File: src/rsc_pkg.sv
/*
 Package for the reset source controller: register map, flag layout,
 sequencer states and timing constants.
 Assumes a single 125 MHz system clock.
*/
package rsc_pkg;
   // Clock period of mclk_i
   localparam int CLK_PERIOD_NS = 8;
   // Register indices; byte address is four times the index
   localparam logic [5:0] IDX_CAUSE  = 6'h00;
   localparam logic [5:0] IDX_SOFT   = 6'h01;
   localparam logic [5:0] IDX_UNLOCK = 6'h02;
   // Cause flag bit positions
   localparam int FLAG_POR  = 0;
   localparam int FLAG_BOD  = 1;
   localparam int FLAG_PIN  = 2;
   localparam int FLAG_WDT  = 3;
   localparam int FLAG_SOFT = 4;
   localparam int FLAG_DBG  = 5;
   localparam int FLAG_W    = 6;
   localparam logic [5:0] FLAGS_RESET = 6'h00;
   localparam logic [5:0] FLAGS_POR_ONLY = 6'h01;
   // Soft reset trigger bit position
   localparam int SOFT_TRIGGER_BIT = 0;
   // Restart address of the processor
   localparam logic [15:0] PC_RESET_ADDR = 16'h0000;
   // Cycles spent reloading fuses
   localparam logic [15:0] FUSE_LOAD_CYCLES = 16'h0008;
   // Unlock window after the key write, one cycle per instruction
   localparam logic [2:0] UNLOCK_CYCLES = 3'h4;
   // Least low time of the pin before it counts as a reset
   localparam int PIN_FILTER_NS = 100;
   localparam int PIN_FILTER_CYCLES = (PIN_FILTER_NS + CLK_PERIOD_NS - 1) / CLK_PERIOD_NS;
   // One step of the start-up delay select
   localparam int STARTUP_UNIT_NS = 1000;
   localparam int STARTUP_UNIT_CYCLES = (STARTUP_UNIT_NS + CLK_PERIOD_NS - 1) / CLK_PERIOD_NS;
   // Bus responses
   localparam logic [1:0] RESP_OKAY   = 2'h0;
   localparam logic [1:0] RESP_SLVERR = 2'h2;
   // Sequencer states
   typedef enum logic [2:0] {
      ST_RUN   = 3'b000,
      ST_HOLD  = 3'b001,
      ST_FUSE  = 3'b010,
      ST_START = 3'b011,
      ST_CRC   = 3'b100
   } rsc_state_t;
endpackage

File: src/rsc_pin_if.sv
/*
 Carrier between the controller and its pin filter.
 Assumes the pin level is synchronous to mclk_i.
*/
`timescale 1ns/100ps
interface rsc_pin_if;
   logic pin_n;    // Raw pin level, low asks for reset
   logic enable;   // Pin function selected
   logic request;  // Filtered reset request
   modport filt (input pin_n, input enable, output request);
   modport ctrl (output pin_n, output enable, input request);
endinterface // rsc_pin_if

File: src/rsc_top.sv
/*
 Reset source controller: merges six reset sources, runs the fuse,
 start-up and CRC phases, keeps cause flags and the soft reset trigger,
 all reached over AXI4-Lite.
 Assumes all inputs synchronous to mclk_i and a free running clock.
*/
// The AXI4-Lite interface to the registers was decided locally.
//
// Functional notes
// - Restart at program address zero after reset.
// - Reload fuse-backed registers on every reset.
// - Record reset cause in readable flags.
// - Power-on detector holds and reasserts reset immediately.
// - Hold reset until initialization sequence completes.
// - Brown-out holds reset until supply recovers.
// - Filter short low pulses on reset pin.
// - Enabled pin holds reset while low.
// - Watchdog timeout causes system reset.
// - Soft trigger write starts reset immediately.
// - Unprotected soft reset write has no effect.
// - Debug reset only from debug link.
// - Supply resets also reset brown-out config, debug.
// - User resets spare brown-out config and debug.
// - Supply cause adds selected start-up delay.
// - CRC-on-boot lengthens initialization by scan.
// - Works in active and all sleep modes.
// - Flags clear on write one only.
// - Power-on clears all flags but power-on.
// - Brown-out keeps only power-on and brown-out flags.
// - Flag bits five down to zero by source.
// - Cause register at index zero, bits 7:6 zero.
// - Soft trigger bit always reads zero.
`timescale 1ns/100ps
module rsc_top
   import rsc_pkg::*;
#(
   parameter int          ADDR_W              = 8,
   parameter int          STARTUP_STEP_CYCLES = STARTUP_UNIT_CYCLES,
   parameter int          FILTER_CYCLES       = PIN_FILTER_CYCLES,
   parameter logic [7:0]  IO_REGISTER_KEY     = 8'h5A  // Arbitrary key value
) (
   input  wire logic              mclk_i,
   input  wire logic              reset_i,
   // Reset sources
   input  wire logic              power_on_undervolt_i,
   input  wire logic              brownout_enable_i,
   input  wire logic              brownout_low_i,
   input  wire logic              reset_pin_n_i,
   input  wire logic              reset_pin_function_select_i,
   input  wire logic              watchdog_timeout_i,
   input  wire logic              debug_link_reset_req_i,
   // Fuse settings and CRC scan done
   input  wire logic [2:0]        startup_delay_select_i,
   input  wire logic              crc_on_boot_select_i,
   input  wire logic              crc_scan_done_i,
   // Reset outputs
   output logic                   sys_reset_o,
   output logic                   brownout_cfg_reset_o,
   output logic                   debug_port_reset_o,
   output logic                   fuse_reload_o,
   output logic                   crc_scan_start_o,
   output logic                   pc_restart_o,
   output logic [15:0]            pc_start_addr_o,
   // AXI4-Lite slave
   input  wire logic [ADDR_W-1:0] s_axi_awaddr_i,
   input  wire logic              s_axi_awvalid_i,
   output logic                   s_axi_awready_o,
   input  wire logic [31:0]       s_axi_wdata_i,
   input  wire logic [3:0]        s_axi_wstrb_i,
   input  wire logic              s_axi_wvalid_i,
   output logic                   s_axi_wready_o,
   output logic [1:0]             s_axi_bresp_o,
   output logic                   s_axi_bvalid_o,
   input  wire logic              s_axi_bready_i,
   input  wire logic [ADDR_W-1:0] s_axi_araddr_i,
   input  wire logic              s_axi_arvalid_i,
   output logic                   s_axi_arready_o,
   output logic [31:0]            s_axi_rdata_o,
   output logic [1:0]             s_axi_rresp_o,
   output logic                   s_axi_rvalid_o,
   input  wire logic              s_axi_rready_i
);
   // Byte addresses of the registers
   localparam logic [ADDR_W-1:0] ADDR_CAUSE  = ADDR_W'({IDX_CAUSE, 2'b00});
   localparam logic [ADDR_W-1:0] ADDR_SOFT   = ADDR_W'({IDX_SOFT, 2'b00});
   localparam logic [ADDR_W-1:0] ADDR_UNLOCK = ADDR_W'({IDX_UNLOCK, 2'b00});
   localparam logic [15:0]       STEP        = 16'(STARTUP_STEP_CYCLES);

   rsc_state_t        state_q;         // Sequencer state
   logic [15:0]       cnt_q;           // Phase counter
   logic              supply_cause_q;  // Power supply caused this reset
   logic [FLAG_W-1:0] flags_q;         // Reset cause flags
   logic [2:0]        unlock_q;        // Unlock window cycles left
   logic              pc_restart_q;    // Restart pulse
   logic [15:0]       pc_addr_q;       // Restart address
   logic              aw_have_q;       // Write address held
   logic              w_have_q;        // Write data held
   logic [ADDR_W-1:0] aw_addr_q;       // Held write address
   logic [31:0]       w_data_q;        // Held write data
   logic              w_strb0_q;       // Low byte lane enabled
   logic              bvalid_q;        // Write response pending
   logic [1:0]        bresp_q;         // Write response code
   logic              rvalid_q;        // Read data pending
   logic [31:0]       rdata_q;         // Read data
   logic [1:0]        rresp_q;         // Read response code

   logic              bod_req;         // Brown-out request
   logic              supply_req;      // Power-on or brown-out
   logic              hold_req;        // Any level request
   logic              event_req;       // Any pulse request
   logic              wr_go;           // Write executes now
   logic              wr_cause;        // Write to cause flags
   logic              wr_soft;         // Write to soft reset
   logic              wr_unlock;       // Valid key write
   logic              soft_fire;       // Protected soft reset
   logic [15:0]       startup_delay;   // Selected start-up cycles
   logic              need_start;      // Start-up phase needed
   logic              to_run;          // Sequence ends this cycle
   logic [FLAG_W-1:0] set_flags;       // Flags raised this cycle

   rsc_pin_if pif ();

   // Pin filter instance
   rsc_pin_filter #(
      .FILTER_CYCLES (FILTER_CYCLES)
   ) u_pin_filter (
      .mclk_i  (mclk_i),
      .reset_i (reset_i),
      .pif     (pif)
   );

   assign pif.pin_n  = reset_pin_n_i;
   assign pif.enable = reset_pin_function_select_i;

   // Request merge; no clock gating so every sleep mode is covered
   assign bod_req    = brownout_enable_i & brownout_low_i;
   assign supply_req = power_on_undervolt_i | bod_req;
   assign hold_req   = supply_req | pif.request | debug_link_reset_req_i;
   assign event_req  = watchdog_timeout_i | soft_fire;
   assign startup_delay = 16'(16'(startup_delay_select_i) * STEP);
   assign need_start = supply_cause_q && (startup_delay != 16'h0000);

   // End of the initialization sequence
   always_comb begin
      to_run = 1'b0;
      if (!hold_req && !event_req) begin
         case (state_q)
            ST_FUSE:  to_run = (cnt_q == 16'h0000) && !need_start && !crc_on_boot_select_i;
            ST_START: to_run = (cnt_q == 16'h0000) && !crc_on_boot_select_i;
            ST_CRC:   to_run = crc_scan_done_i;
            default:  to_run = 1'b0;
         endcase
      end
   end

   // Sequencer: hold, fuse reload, start-up delay, CRC scan
   always_ff @(posedge mclk_i) begin
      if (reset_i) begin
         state_q <= ST_HOLD;
         cnt_q   <= 16'h0000;
      end else if (hold_req || event_req) begin
         state_q <= ST_HOLD;
         cnt_q   <= 16'h0000;
      end else begin
         case (state_q)
            // All requests gone, reload fuses
            ST_HOLD: begin
               state_q <= ST_FUSE;
               cnt_q   <= FUSE_LOAD_CYCLES - 16'h0001;
            end
            // Fuse reload phase
            ST_FUSE: begin
               if (cnt_q != 16'h0000) begin
                  cnt_q <= cnt_q - 16'h0001;
               end else if (need_start) begin
                  state_q <= ST_START;
                  cnt_q   <= startup_delay - 16'h0001;
               end else if (crc_on_boot_select_i) begin
                  state_q <= ST_CRC;
               end else begin
                  state_q <= ST_RUN;
               end
            end
            // Start-up delay phase
            ST_START: begin
               if (cnt_q != 16'h0000) begin
                  cnt_q <= cnt_q - 16'h0001;
               end else if (crc_on_boot_select_i) begin
                  state_q <= ST_CRC;
               end else begin
                  state_q <= ST_RUN;
               end
            end
            // Wait for the memory scan
            ST_CRC: begin
               if (crc_scan_done_i) begin
                  state_q <= ST_RUN;
               end
            end
            // Running
            ST_RUN: begin
               state_q <= ST_RUN;
            end
            default: begin
               state_q <= ST_HOLD;
            end
         endcase
      end
   end

   // Remember a supply cause until the sequence ends
   always_ff @(posedge mclk_i) begin
      if (reset_i) begin
         supply_cause_q <= 1'b1;
      end else if (supply_req) begin
         supply_cause_q <= 1'b1;
      end else if (to_run) begin
         supply_cause_q <= 1'b0;
      end
   end

   // Restart pulse with address zero
   always_ff @(posedge mclk_i) begin
      if (reset_i) begin
         pc_restart_q <= 1'b0;
         pc_addr_q    <= PC_RESET_ADDR;
      end else begin
         pc_restart_q <= to_run;
         pc_addr_q    <= PC_RESET_ADDR;
      end
   end

   // Reset outputs per logic domain
   assign sys_reset_o          = hold_req | (state_q != ST_RUN);
   assign brownout_cfg_reset_o = supply_req | (supply_cause_q & (state_q != ST_RUN));
   assign debug_port_reset_o   = supply_req | (supply_cause_q & (state_q != ST_RUN));
   assign fuse_reload_o        = (state_q == ST_FUSE);
   assign crc_scan_start_o     = (state_q == ST_CRC);
   assign pc_restart_o         = pc_restart_q;
   assign pc_start_addr_o      = pc_addr_q;

   // Flags raised by each source; debug flag only from the link
   always_comb begin
      set_flags            = '0;
      set_flags[FLAG_POR]  = power_on_undervolt_i;
      set_flags[FLAG_BOD]  = bod_req;
      set_flags[FLAG_PIN]  = pif.request;
      set_flags[FLAG_WDT]  = watchdog_timeout_i;
      set_flags[FLAG_SOFT] = soft_fire;
      set_flags[FLAG_DBG]  = debug_link_reset_req_i;
   end

   // Cause flags: supply resets clear, sets win over clears
   always_ff @(posedge mclk_i) begin
      if (reset_i) begin
         flags_q <= FLAGS_RESET;
      end else if (power_on_undervolt_i) begin
         flags_q <= FLAGS_POR_ONLY;
      end else if (bod_req) begin
         flags_q <= (flags_q & FLAGS_POR_ONLY) | set_flags;
      end else if (wr_cause) begin
         flags_q <= (flags_q & ~w_data_q[FLAG_W-1:0]) | set_flags;
      end else begin
         flags_q <= flags_q | set_flags;
      end
   end

   // Write decode
   assign wr_go     = aw_have_q & w_have_q & ~bvalid_q;
   assign wr_cause  = wr_go & w_strb0_q & (aw_addr_q == ADDR_CAUSE);
   assign wr_soft   = wr_go & w_strb0_q & (aw_addr_q == ADDR_SOFT);
   assign wr_unlock = wr_go & w_strb0_q & (aw_addr_q == ADDR_UNLOCK) & (w_data_q[7:0] == IO_REGISTER_KEY);
   assign soft_fire = wr_soft & (unlock_q != 3'h0) & w_data_q[SOFT_TRIGGER_BIT];

   // Unlock window opened by the key, used by one write
   always_ff @(posedge mclk_i) begin
      if (reset_i) begin
         unlock_q <= 3'h0;
      end else if (wr_unlock) begin
         unlock_q <= UNLOCK_CYCLES;
      end else if (wr_soft) begin
         unlock_q <= 3'h0;
      end else if (unlock_q != 3'h0) begin
         unlock_q <= unlock_q - 3'h1;
      end
   end

   // Write channels, taken in either order
   always_ff @(posedge mclk_i) begin
      if (reset_i) begin
         aw_have_q <= 1'b0;
         w_have_q  <= 1'b0;
         aw_addr_q <= '0;
         w_data_q  <= 32'h00000000;
         w_strb0_q <= 1'b0;
      end else begin
         if (s_axi_awvalid_i && s_axi_awready_o) begin
            aw_have_q <= 1'b1;
            aw_addr_q <= s_axi_awaddr_i;
         end else if (wr_go) begin
            aw_have_q <= 1'b0;
         end
         if (s_axi_wvalid_i && s_axi_wready_o) begin
            w_have_q  <= 1'b1;
            w_data_q  <= s_axi_wdata_i;
            w_strb0_q <= s_axi_wstrb_i[0];
         end else if (wr_go) begin
            w_have_q <= 1'b0;
         end
      end
   end

   // Write response
   always_ff @(posedge mclk_i) begin
      if (reset_i) begin
         bvalid_q <= 1'b0;
         bresp_q  <= RESP_OKAY;
      end else if (wr_go) begin
         bvalid_q <= 1'b1;
         bresp_q  <= (aw_addr_q == ADDR_CAUSE || aw_addr_q == ADDR_SOFT ||
                      aw_addr_q == ADDR_UNLOCK) ? RESP_OKAY : RESP_SLVERR;
      end else if (s_axi_bready_i) begin
         bvalid_q <= 1'b0;
      end
   end

   // Read channel
   always_ff @(posedge mclk_i) begin
      if (reset_i) begin
         rvalid_q <= 1'b0;
         rdata_q  <= 32'h00000000;
         rresp_q  <= RESP_OKAY;
      end else if (s_axi_arvalid_i && !rvalid_q) begin
         rvalid_q <= 1'b1;
         rresp_q  <= RESP_OKAY;
         case (s_axi_araddr_i)
            ADDR_CAUSE:  rdata_q <= {26'h0000000, flags_q};
            ADDR_SOFT:   rdata_q <= 32'h00000000;
            ADDR_UNLOCK: rdata_q <= {31'h00000000, (unlock_q != 3'h0)};
            default: begin
               rdata_q <= 32'h00000000;
               rresp_q <= RESP_SLVERR;
            end
         endcase
      end else if (s_axi_rready_i) begin
         rvalid_q <= 1'b0;
      end
   end

   assign s_axi_awready_o = ~aw_have_q & ~bvalid_q;
   assign s_axi_wready_o  = ~w_have_q & ~bvalid_q;
   assign s_axi_bvalid_o  = bvalid_q;
   assign s_axi_bresp_o   = bresp_q;
   assign s_axi_arready_o = ~rvalid_q;
   assign s_axi_rvalid_o  = rvalid_q;
   assign s_axi_rdata_o   = rdata_q;
   assign s_axi_rresp_o   = rresp_q;
endmodule // rsc_top

File: src/rsc_pin_filter.sv
/*
 Noise filter for the active-low reset pin.
 Assumes the pin is already synchronous to mclk_i.
*/
`timescale 1ns/100ps
module rsc_pin_filter
   import rsc_pkg::*;
#(
   parameter int FILTER_CYCLES = PIN_FILTER_CYCLES
) (
   input  wire logic mclk_i,
   input  wire logic reset_i,
   rsc_pin_if.filt   pif
);
   localparam int CW = $clog2(FILTER_CYCLES + 1);
   localparam logic [CW-1:0] LAST = CW'(FILTER_CYCLES - 1);

   logic [CW-1:0] low_cnt_q;  // Consecutive low samples
   logic          request_q;  // Filtered request

   // Count low samples, drop at once on high
   always_ff @(posedge mclk_i) begin
      if (reset_i || !pif.enable || pif.pin_n) begin
         low_cnt_q <= '0;
         request_q <= 1'b0;
      end else if (low_cnt_q == LAST) begin
         request_q <= 1'b1;
      end else begin
         low_cnt_q <= low_cnt_q + CW'(1);
      end
   end

   assign pif.request = request_q;
endmodule // rsc_pin_filter

File: config.mk
export PLATFORM = sky130hd
export DESIGN_NAME = rsc_top
export DESIGN_NICKNAME = d
export VERILOG_FILES = /design/src/rsc_pkg.sv /design/src/rsc_pin_if.sv /design/src/rsc_top.sv /design/src/rsc_pin_filter.sv
export SDC_FILE = /design/constraint.sdc
export NUM_CORES = 1
export LEC_CHECK = 0
export BUFFER_PORTS_ARGS = -buffer_cell sky130_fd_sc_hd__buf_2
export CAP_MARGIN = 20
export CELL_PAD_IN_SITES_DETAIL_PLACEMENT = 1
export CELL_PAD_IN_SITES_GLOBAL_PLACEMENT = 1
export CORE_MARGIN = 3
export CORE_UTILIZATION = 36
export CTS_CLUSTER_DIAMETER = 200
export DETAILED_ROUTE_END_ITERATION = 8
export PLACE_DENSITY = 0.84
export REMOVE_ABC_BUFFERS = 1
export SLEW_MARGIN = 15
export SYNTH_ARGS = -nofsm -noshare
export SYNTH_HDL_FRONTEND = slang
export SYNTH_SLANG_ARGS = --single-unit
export TNS_END_PERCENT = 30
File: constraint.sdc
create_clock -name mclk_i -period 4.2 [get_ports mclk_i]
set_input_delay 0.42 -clock mclk_i [delete_from_list [all_inputs] [get_ports mclk_i]]
set_output_delay 0.42 -clock mclk_i [all_outputs]
set_load 0.05 [all_outputs]
==> metrics.md, run 1 <==
| Metric | Value |
|---|---|
| DRC violations left | `0` |
| Register area share after synthesis | `0.331` |
| Clock Skew | `0.00961 ns` |
| Avg Cell Area, Syn | `8.23 µm²` |
| Worst Setup Start Kind | `primary input` |
| Synth Area in Simple Gates | `0.238` |
| Max Slew Vio Count | `0` |
| Avg WL per Cell | `14.6 µm` |
| CP Buf/Inv Count | `2` |
| Crit share post-route | `0.854` |
| Post-CTS sizing | `0` |
| Critical Path Most Common Cell | `fa_1` |
| Critical path class | `in2reg` |
| Critical Path Sink Type | `flop` |
| Final min period | `3.59 ns` |
| Gr usage total | `0.166` |
| Post-synth EDFFs | `0` |
| Worst skew pair latency | `0.35 ns` |
| Routed Antenna Nets | `0` |
| Cell variety after synth | `69` |
| Total number of vias | `3482` |
| CP top delay family | `compound AO/OA/AOI/OAI gates` |
| Mux cell area share after synthesis | `0.0159` |
| Netlist Area Pre-Place | `3870 µm²` |
| CP peak stage delay | `0.65 ns` |
| Fin Setup TNS | `0 ns` |
| Setup crit start | `startup_delay_select_i[0]` |
| Die W | `110 µm` |
| Clk sinks | `64` |
| FFs w/ async S/R, synth | `0` |
| Pin count of the biggest net entering global routing | `38` |
| Worst EP required | `4.44 ns` |
| PortBufs | `62` |
| #FFs+latches synth | `64` |
| WL final | `9.77 mm` |
| GP Congestion | `0.790` |
| R2R Setup Slk | `1.42 ns` |
| Critical path, cell by cell | `buf_2 -> fa_1 -> fa_1 -> inv_1 -> fa_1 -> nor4b_4 -> o2111ai_2 -> a2111o_1 -> a311oi_2 -> a22oi_1 -> o22a_1` |
| Syn Inst Count | `470` |
| CTS Hold Buffers Added | `0` |
| Worst Hold Class | `in2reg` |
| LEAKAGE | `1.79 nW` |
| Adder-cell share of the synthesized area | `0.0660` |
| Cell Rows | `37` |
| CP arrival | `3.82 ns` |
| RSZ-0062 raised after global routing | `no` |
| Reg clk slew, reported paths | `0.08 ns` |
| Reg-to-reg critical path endpoint | `cnt_q[9]` |
| Nets@finish | `618` |
| Max VDD drop | `0.180 mV` |
| Final hold vios | `0` |
| Multi-input gate area | `2260 µm²` |
| H-tree depth | `3` |
| Grt ovf | `0` |
| Via/cell ratio | `5.20` |
| Area grow syn2layout | `10.8%` |
| CTS buffer count | `9` |
| Synth top area share | `0.331` |
| Boundary Pins | `134` |
| Crit Path Max Fanout | `8` |
| Largest family of logic cells by synthesized area | `simple AND/OR/NAND/NOR gates` |
| Final Hold Slack | `0.245 ns` |
| FF+latch area | `1280 µm²` |
| Slowest stage cell, crit path | `fa_1` |
| Status | `finished, final reports clean` |
| Initial antenna violation count | `0` |
| Worst reg2reg startpoint | `cnt_q[0]` |
| Commonest non-fill, non-tap cell in the layout | `dfxtp_1` |
| Synth Area in Compound Gates | `0.194` |
| Global-route wire length before repair | `16.0 mm` |
| FF-to-FF path depth | `7` |
| Drt pass-1 iters | `4` |
| Worst setup endpoint | `supply_cause_q` |
| Synth top area cells | `dfxtp_1 33%, buf_4 9.1%, nand2_1 5.6%, a21oi_1 5.0%, ha_1 4.5%` |
| Initial drt markers | `224` |
| CTS Root Cell | `clkbuf_8` |
| Initial Util | `0.373` |
| Commonest cells after routing, fill and taps aside | `64 x dfxtp_1, 62 x buf_2, 58 x nand2_1` |
| CTS tree | `built` |
| Ant. Diodes | `0` |
| Max frequency | `279 MHz` |
| Share of layout cells above drive strength 1 | `0.182` |
| Top cell type by total area after synthesis | `dfxtp_1` |
| Vias in the first global route | `3496` |
| Power Density | `362 nW/µm²` |
| Ys Warns | `0` |
| Die Ht | `110 µm` |
| Worst Tran Pin Value | `0.851 ns` |
| Post-DP HPWL | `7.58 mm` |
| Final setup fails | `0` |
| Post-synthesis xor/xnor area fraction | `0.0272` |
| Post-CTS Setup Inserts | `0` |
| Max-cap violations | `0` |
| Max Root-Sink Buffers | `2` |
| Die Area | `12000 µm²` |
| FILL cells | `1307` |
| Core box area | `10400 µm²` |
| CP Depth | `11` |
| Slew headroom | `0.427` |
| Main synth FF type | `dfxtp_1` |
-- flip-flops by register name, indices dropped and copies added (netlist names) --
register / count
w_strb0_q: 1
unlock_q: 3
supply_cause_q: 1
w_data_q: 8
aw_have_q: 1
s_axi_rresp_o: 1
s_axi_rdata_o: 6
s_axi_bresp_o: 1
w_have_q: 1
aw_addr_q: 8
u_pin_filter.pif.request: 1
flags_q: 6
cnt_q: 16
pc_restart_o: 1
u_pin_filter.low_cnt_q: 4
state_q: 3
s_axi_bvalid_o: 1
s_axi_rvalid_o: 1
-- power by group --
part	switching (W)	internal, W	leakage [nW]
Clock	0.000246	0.000228	0.0813
Sequential	0.0000240	0.000639	0.521
Combinational	0.000286	0.000127	1.19
Total	0.000557	0.000994	1.79
-- synth_stat cells (3+ instances only) --
master	instances
a32o_1	3
a22oi_1	6
or3_1	4
o21ai_0	14
xnor2_1	8
nor3_1	16
a211oi_1	10
nor2_1	41
dfxtp_1	64
ha_1	14
buf_2	3
fa_1	4
mux2i_1	5
and2_1	5
xor2_1	4
nand2b_1	6
clkbuf_1	8
or4_1	4
buf_4	47
nand3_1	9
nand4_1	3
o21ai_2	3
nor4_1	11
a21oi_1	39
inv_1	21
a31oi_1	5
nand2_1	58
and3b_1	3
o31ai_1	4
o211ai_1	3
-- routing by layer --
| metal | track usage | vias to the layer above | wire length [µm] |
|---|---|---|---|
| met2 | 0.296 | 90 | 5000 |
| met1 | 0.200 | 1677 | 4140 |
| met3 | 0.0329 | 9 | 516 |
| met4 | 0.0534 | 0 | 108 |
| met5 | 0 | - | 0 |
| li1 | - | 1706 | - |
-- through the flow --
| step | cells | power [W] | cell area [µm²] | utilization | setup slack [ns] |
|---|---|---|---|---|---|
| floorplan | 454 | 0.000987 | 3620 | - | 0.280 |
| global placement | 654 | 0.00107 | 4110 | 0.396 | 0.392 |
| detailed placement | 654 | 0.00109 | 4110 | 0.396 | 0.251 |
| CTS | 670 | 0.00156 | 4290 | 0.413 | 0.572 |
| global route | 670 | 0.00164 | 4290 | 0.413 | 0.331 |
| finish | 670 | 0.00155 | 4290 | 0.413 | 0.615 |
-- worst min-delay path by stage --
stage	startpoint	slack, ns	to	cells past startpoint
3_5_place_dp	w_data_q[6]	0.45	w_data_q[6]	2
4_1_cts	s_axi_rready_i	0.24	s_axi_rvalid_o	2
6_report	s_axi_rready_i	0.24	s_axi_rvalid_o	2
5_1_grt	s_axi_rready_i	0.24	s_axi_rvalid_o	2
3_3_place_gp	w_data_q[6]	0.44	w_data_q[6]	2
2_1_floorplan	w_data_q[6]	0.43	w_data_q[6]	2
-- layout make-up --
class                      count  area share
timing repair buffer          64      0.0759
sequential                    64       0.299
inverter                      21      0.0184
multi-input combinational    369       0.526
clock buffer                  11      0.0330
clock inverter                 5     0.00759
tap                          136      0.0397
-- logic make-up after synthesis --
logic type / Yosys count
other: 1
muxes: 6
adders and majority gates: 18
buffers and inverters: 80
AOI/OAI and AO/OA: 111
xor gates and xnor gates: 12
DFF: 64
and+or+nand+nor: 178
Note: power is estimated with default switching activity, not from simulation.
==> inputs of run 2 (changes only) <==
--- a/config.mk
+++ b/config.mk
@@ -10,10 +10,10 @@
 export CELL_PAD_IN_SITES_DETAIL_PLACEMENT = 1
 export CELL_PAD_IN_SITES_GLOBAL_PLACEMENT = 1
 export CORE_MARGIN = 3
-export CORE_UTILIZATION = 36
+export CORE_UTILIZATION = 33
 export CTS_CLUSTER_DIAMETER = 200
 export DETAILED_ROUTE_END_ITERATION = 8
-export PLACE_DENSITY = 0.84
+export PLACE_DENSITY = 0.81
 export REMOVE_ABC_BUFFERS = 1
 export SLEW_MARGIN = 15
 export SYNTH_ARGS = -nofsm -noshare
==> constraint.sdc (replaced) <==
create_clock -name mclk_i -period 2.85 [get_ports mclk_i]
set_input_delay 0.285 -clock mclk_i [delete_from_list [all_inputs] [get_ports mclk_i]]
set_output_delay 0.285 -clock mclk_i [all_outputs]
set_load 0.05 [all_outputs]
==> run 2 against run 1 <==
  * The run now ends with negative setup slack left
  * Sequential share of layout area is 3.4 points lower
  * Hold slack got worse by 0.11 ns
  * Sequential power increased by 48%
  * Non-clock buffer count rose by 35
  * Clock power rose by 120%
  * Clock skew down 0.0026 ns
  * Routed wire length increased by 23%
  * Critical path type unchanged
  * Highest routed layer unchanged
==> metrics.md, run 2 (same netlist as run 1, synthesis figures left out) <==
| Metric | Value |
|---|---|
| Initial drt markers | `169 (was 224)` |
| Crit share post-route | `1.09` |
| Worst Tran Pin Value | `0.758 ns (was 0.851 ns)` |
| Top flop regs | `cnt_q (16), aw_addr_q (8), w_data_q (8) (unchanged)` |
| Die W | `114 µm (was 110 µm)` |
| Area grow syn2layout | `24.9% (was 10.8%)` |
| PortBufs | `62 (unchanged)` |
| R2R Setup Slk | `0.05 ns (was 1.42 ns)` |
| Max Root-Sink Buffers | `2 (unchanged)` |
| Ant. Diodes | `0 (unchanged)` |
| Final Hold Slack | `0.134 ns (was 0.245 ns)` |
| GP Congestion | `0.837 (was 0.790)` |
| Worst Setup Start Kind | `primary input (unchanged)` |
| Total number of vias | `3692 (was 3482)` |
| CTS buffer count | `9 (unchanged)` |
| Slew headroom | `0.490 (was 0.427)` |
| Failing checks | `negative setup slack` |
| Worst EP required | `3.07 ns (was 4.44 ns)` |
| Post-DP HPWL | `8.60 mm (was 7.58 mm)` |
| Pin count of the biggest net entering global routing | `37 (was 38)` |
| Commonest non-fill, non-tap cell in the layout | `dfxtp_1 (unchanged)` |
| Max Slew Vio Count | `0 (unchanged)` |
| Top reg by flops | `cnt_q (unchanged)` |
| Power Density | `572 nW/µm² (was 362 nW/µm²)` |
| Crit Path Max Fanout | `8 (unchanged)` |
| CP top delay family | `adder cells (was compound AO/OA/AOI/OAI gates)` |
| Initial antenna violation count | `0 (unchanged)` |
| WL final | `12.0 mm (was 9.77 mm)` |
| Slowest stage cell, crit path | `fa_2 (was fa_1)` |
| Vias in the first global route | `3740 (was 3496)` |
| Boundary Pins | `134 (unchanged)` |
| Avg WL per Cell | `16.9 µm (was 14.6 µm)` |
| CTS tree | `built (unchanged)` |
| Cell Rows | `38 (was 37)` |
| Max-cap violations | `0 (unchanged)` |
| LEAKAGE | `2.04 nW (was 1.79 nW)` |
| Critical Path Sink Type | `flop (unchanged)` |
| Nets@finish | `653 (was 618)` |
| Status | `complete, but fails checks (was finished, final reports clean)` |
| CP Buf/Inv Count | `3 (was 2)` |
| Via/cell ratio | `5.21 (was 5.20)` |
| Worst skew pair latency | `0.34 ns (was 0.35 ns)` |
| Clock Skew | `0.00703 ns (was 0.00961 ns)` |
| Routed Antenna Nets | `0 (unchanged)` |
| Worst setup margin | `-0.270 ns (was 0.615 ns)` |
| Commonest cells after routing, fill and taps aside | `64 x dfxtp_1, 59 x buf_2, 58 x nand2_1 (was 64 x dfxtp_1, 62 x buf_2, 58 x nand2_1)` |
| Global-route wire length before repair | `18.8 mm (was 16.0 mm)` |
| CP arrival | `3.34 ns (was 3.82 ns)` |
| Critical Path Most Common Cell | `fa_2 (was fa_1)` |
| CTS Root Cell | `clkbuf_16 (was clkbuf_8)` |
| Final Cell Area | `4830 µm² (was 4290 µm²)` |
| Die Ht | `114 µm (was 110 µm)` |
| Initial Util | `0.348 (was 0.373)` |
| DRC violations left | `0 (unchanged)` |
| CP peak stage delay | `0.60 ns (was 0.65 ns)` |
| Final setup fails | `21 (was 0)` |
| Reg clk slew, reported paths | `0.06 ns (was 0.08 ns)` |
| Max reg flops | `16 (unchanged)` |
| Die Area | `13100 µm² (was 12000 µm²)` |
| Critical path class | `in2reg (unchanged)` |
| Total power | `0.00277 W (was 0.00155 W)` |
| Core box area | `11100 µm² (was 10400 µm²)` |
| Clk sinks | `64 (unchanged)` |
| Drt pass-1 iters | `4 (unchanged)` |
| Share of layout cells above drive strength 1 | `0.267 (was 0.182)` |
| Final min period | `3.12 ns` |
| Max VDD drop | `0.281 mV (was 0.180 mV)` |
| H-tree depth | `3 (unchanged)` |
| Worst Hold Class | `in2reg (unchanged)` |
| Placed insts | `687 (was 654)` |
| RSZ-0062 raised after global routing | `yes (was no)` |
| CTS Hold Buffers Added | `0 (unchanged)` |
| Gr usage total | `0.180 (was 0.166)` |
| Fin Setup TNS | `-3.69 ns (was 0 ns)` |
| Grt ovf | `0 (unchanged)` |
| Critical path, cell by cell | `buf_8 -> fa_2 -> fa_2 -> inv_2 -> fa_1 -> nor4b_4 -> o2111ai_2 -> a2111o_1 -> buf_6 -> a31o_4 -> o22ai_1 -> a21oi_1 (was buf_2 -> fa_1 -> fa_1 -> inv_1 -> fa_1 -> nor4b_4 -> o2111ai_2 -> a2111o_1 -> a311oi_2 -> a22oi_1 -> o22a_1)` |
| Max frequency | `321 MHz` |
| Placement Cell Area | `4330 µm² (was 4110 µm²)` |
| Final hold vios | `0 (unchanged)` |
| Fin cells | `709 (was 670)` |
## run 2: where the power goes
part | switching [W] | total (W) | internal, W | leakage [nW]
registers | 0.0000373 | 0.000980 | 0.000942 | 0.521
logic | 0.000466 | 0.000728 | 0.000262 | 1.38
clock network | 0.000422 | 0.00106 | 0.000636 | 0.135
total | 0.000925 | 0.00277 | 0.00184 | 2.04
## run 2: metrics by stage
step | util | setup WS [ns]
floorplan | - | -0.935
global placement | 0.390 | -0.501
detailed placement | 0.390 | -0.676
CTS | 0.428 | -0.152
global route | 0.434 | -0.446
finish | 0.434 | -0.270
## run 2: final timing paths
kind                                           startpoint  depth (start not counted)        endpoint
worst min-delay path                       s_axi_rready_i                          2  s_axi_rvalid_o
worst max register to register                   cnt_q[0]                          9       cnt_q[11]
worst max-delay path            startup_delay_select_i[2]                         12        cnt_q[0]
worst min register to register               aw_addr_q[4]                          2    aw_addr_q[4]
## run 2: cell type report
type / instances / area (µm²)
Sequential cell: 64 / 1280
Inverter: 21 / 78.8
Multi-Input combinational cell: 369 / 2380
Tap cell: 140 / 175
Fill cell: 1374 / 6290
Timing Repair Buffer: 99 / 626
Clock buffer: 12 / 256
Clock inverter: 4 / 28.8
## run 2: routing by layer
metal	track usage	routed length (µm)	vias to the layer above
met3	0.0259	487	21
met5	0	0	-
met1	0.217	5080	1789
li1	-	-	1775
met2	0.326	6210	107
met4	0.0586	219	0
## run 2: what timing repair did
item                       4_1_cts  5_1_grt
resized for setup               31       11
setup endpoints to repair       21       21
cloned                           2        0
pin swaps                       15        7
setup buffers                    2        2
## run 2: worst reg2reg max path, cell delays in order (launching register included)
cell and delay, ns:
dfxtp_1 0.47, inv_1 0.08, ha_1 0.23, nor3b_2 0.19
and4_1 0.18, a311oi_1 0.65, a31oi_4 0.12, buf_6 0.18
or4_1 0.49, a21oi_2 0.14
==> inputs of run 3 (changes only) <==
--- a/config.mk
+++ b/config.mk
@@ -10,10 +10,10 @@
 export CELL_PAD_IN_SITES_DETAIL_PLACEMENT = 1
 export CELL_PAD_IN_SITES_GLOBAL_PLACEMENT = 1
 export CORE_MARGIN = 3
-export CORE_UTILIZATION = 33
+export CORE_UTILIZATION = 36
 export CTS_CLUSTER_DIAMETER = 200
 export DETAILED_ROUTE_END_ITERATION = 8
-export PLACE_DENSITY = 0.81
+export PLACE_DENSITY = 0.84
 export REMOVE_ABC_BUFFERS = 1
 export SLEW_MARGIN = 15
 export SYNTH_ARGS = -nofsm -noshare
==> constraint.sdc (replaced) <==
create_clock -name mclk_i -period 2.92 [get_ports mclk_i]
set_input_delay 0.292 -clock mclk_i [delete_from_list [all_inputs] [get_ports mclk_i]]
set_output_delay 0.292 -clock mclk_i [all_outputs]
set_load 0.05 [all_outputs]
==> run 3 against run 2 <==
  * The flow still finishes with violations (negative setup slack)
  * Final area decreased by 2.4%
  * Clock power decreased by 9%
  * First-iteration DRC count decreased by 5.3%
  * Hold slack got worse by 0.011 ns
  * Power decreased by 5.5%
  * Sequential power decreased by 2.8%
  * Via count increased by 0.24%
  * Largest power group unchanged
  * Highest routed layer unchanged
==> metrics.md, run 3 (same netlist as run 1, synthesis figures left out) <==
| Metric | Value |
|---|---|
| Status | `complete, but fails checks (unchanged)` |
| Failing checks | `negative setup slack (unchanged)` |
| Critical Path Most Common Cell | `fa_1 (was fa_2)` |
| Worst EP required | `3.18 ns (was 3.07 ns)` |
| Die W | `110 µm (was 114 µm)` |
| Worst Setup Start Kind | `primary input (unchanged)` |
| CTS buffer count | `9 (unchanged)` |
| Max frequency | `322 MHz` |
| Power Density | `554 nW/µm² (was 572 nW/µm²)` |
| Reg clk slew, reported paths | `0.08 ns (was 0.06 ns)` |
| Worst Hold Class | `in2reg (unchanged)` |
| Die Area | `12000 µm² (was 13100 µm²)` |
| Post-DP HPWL | `8.37 mm (was 8.60 mm)` |
| Pin count of the biggest net entering global routing | `37 (unchanged)` |
| LEAKAGE | `2.02 nW (was 2.04 nW)` |
| Total number of vias | `3701 (was 3692)` |
| CTS Root Cell | `clkbuf_8 (was clkbuf_16)` |
| PortBufs | `62 (unchanged)` |
| Core box area | `10400 µm² (was 11100 µm²)` |
| GP Congestion | `0.791 (was 0.837)` |
| Placement Cell Area | `4320 µm² (was 4330 µm²)` |
| Clock Skew | `0.0110 ns (was 0.00703 ns)` |
| Commonest non-fill, non-tap cell in the layout | `dfxtp_1 (unchanged)` |
| Max VDD drop | `0.217 mV (was 0.281 mV)` |
| CP top delay family | `adder cells (unchanged)` |
| H-tree depth | `3 (unchanged)` |
| Grt ovf | `0 (unchanged)` |
| Slowest stage cell, crit path | `fa_1 (was fa_2)` |
| Clk sinks | `64 (unchanged)` |
| Commonest cells after routing, fill and taps aside | `64 x dfxtp_1, 60 x buf_2, 58 x nand2_1 (was 64 x dfxtp_1, 59 x buf_2, 58 x nand2_1)` |
| CP peak stage delay | `0.58 ns (was 0.60 ns)` |
| Final hold vios | `0 (unchanged)` |
| Slew headroom | `0.471 (was 0.490)` |
| Drt pass-1 iters | `4 (unchanged)` |
| Max Root-Sink Buffers | `2 (unchanged)` |
| Initial Util | `0.373 (was 0.348)` |
| Max Slew Vio Count | `0 (unchanged)` |
| Gr usage total | `0.190 (was 0.180)` |
| CP arrival | `3.36 ns (was 3.34 ns)` |
| Vias in the first global route | `3860 (was 3740)` |
| Top reg by flops | `cnt_q (unchanged)` |
| Die Ht | `110 µm (was 114 µm)` |
| Final setup fails | `20 (was 21)` |
| Critical Path Sink Type | `flop (unchanged)` |
| Crit Path Max Fanout | `7 (was 8)` |
| CTS Hold Buffers Added | `0 (unchanged)` |
| Worst skew pair latency | `0.35 ns (was 0.34 ns)` |
| Nets@finish | `655 (was 653)` |
| Worst Tran Pin Value | `0.786 ns (was 0.758 ns)` |
| Area grow syn2layout | `21.9% (was 24.9%)` |
| Critical path class | `in2reg (unchanged)` |
| Max-cap violations | `0 (unchanged)` |
| Top flop regs | `cnt_q (16), aw_addr_q (8), w_data_q (8) (unchanged)` |
| Initial drt markers | `160 (was 169)` |
| Via/cell ratio | `5.23 (was 5.21)` |
| Routed Antenna Nets | `0 (unchanged)` |
| Critical path, cell by cell | `buf_6 -> fa_1 -> fa_2 -> inv_2 -> fa_1 -> nor4b_4 -> o2111ai_2 -> a2111o_1 -> a31oi_2 -> buf_4 -> nor3_1 -> a211oi_1 (was buf_8 -> fa_2 -> fa_2 -> inv_2 -> fa_1 -> nor4b_4 -> o2111ai_2 -> a2111o_1 -> buf_6 -> a31o_4 -> o22ai_1 -> a21oi_1)` |
| Ant. Diodes | `0 (unchanged)` |
| CTS tree | `built (unchanged)` |
| Crit share post-route | `1.06` |
| CP Buf/Inv Count | `3 (unchanged)` |
| RSZ-0062 raised after global routing | `yes (unchanged)` |
| Boundary Pins | `134 (unchanged)` |
| Max reg flops | `16 (unchanged)` |
| Worst setup margin | `-0.183 ns (was -0.270 ns)` |
| Global-route wire length before repair | `18.2 mm (was 18.8 mm)` |
| Final Cell Area | `4720 µm² (was 4830 µm²)` |
| Final min period | `3.10 ns` |
| Share of layout cells above drive strength 1 | `0.254 (was 0.267)` |
| DRC violations left | `0 (unchanged)` |
| WL final | `11.3 mm (was 12.0 mm)` |
| Avg WL per Cell | `16.0 µm (was 16.9 µm)` |
| Cell Rows | `37 (was 38)` |
| Initial antenna violation count | `0 (unchanged)` |
| Pre-CTS WS | `-0.682 ns (was -0.676 ns)` |
-- run 3: cell types whose count changed in the layout (fill, tap and decap cells not counted), sizes merged --
cell / before / now
buf: 99 / 101
bufinv: 0 / 3
clkbuf: 12 / 10
clkinv: 2 / 1
inv: 21 / 22
clkinvlp: 2 / 1
-- run 3: where the power goes --
group          internal [W]  leakage [nW]  switching [W]  total (W)
logic              0.000250          1.38       0.000443   0.000693
clock network      0.000595         0.123       0.000374   0.000969
registers          0.000918         0.521      0.0000352   0.000953
total               0.00176          2.02       0.000852    0.00261
-- run 3: path summary, 6_finish.rpt --
path | to | slack, ns | start | cells past startpoint
worst max-delay path | cnt_q[1] | -0.18 | startup_delay_select_i[2] | 12
worst min-delay path | s_axi_rvalid_o | 0.12 | s_axi_rready_i | 2
worst max register to register | cnt_q[11] | 0.38 | cnt_q[0] | 9
worst min register to register | aw_addr_q[6] | 0.46 | aw_addr_q[6] | 2
-- run 3: per-layer routing --
metal | track usage | share of wire
met3 | 0.0258 | 0.048
met5 | 0 | 0
met4 | 0.0686 | 0.018
met1 | 0.225 | 0.42
met2 | 0.349 | 0.51
-- run 3: final cells by class --
cell class	instances	area, µm²
Clock buffer	10	138
Clock inverter	6	115
Fill cell	1286	5650
Inverter	21	78.8
Multi-Input combinational cell	369	2310
Sequential cell	64	1280
Tap cell	136	170
Timing Repair Buffer	101	619
-- run 3: repair_timing --
item                                   CTS  global route
setup endpoints to repair               21            21
buffers inserted                         5             3
pin swaps                                8             0
endpoints found under the hold margin    0             0
gates resized for setup                 17             2
cloned                                   1             0
-- run 3: metrics by stage --
step	utilization	hold slack, ns	instances	power (W)	setup TNS (ns)
2_1_floorplan	-	0.361	454	0.00142	-12.75
3_3_place_gp	0.417	0.442	682	0.00159	-8.31
3_5_place_dp	0.417	0.452	682	0.00163	-11.22
4_1_cts	0.452	0.115	704	0.00261	-1.00
5_1_grt	0.455	0.120	707	0.00274	-4.43
6_report	0.455	0.123	707	0.00261	-2.17
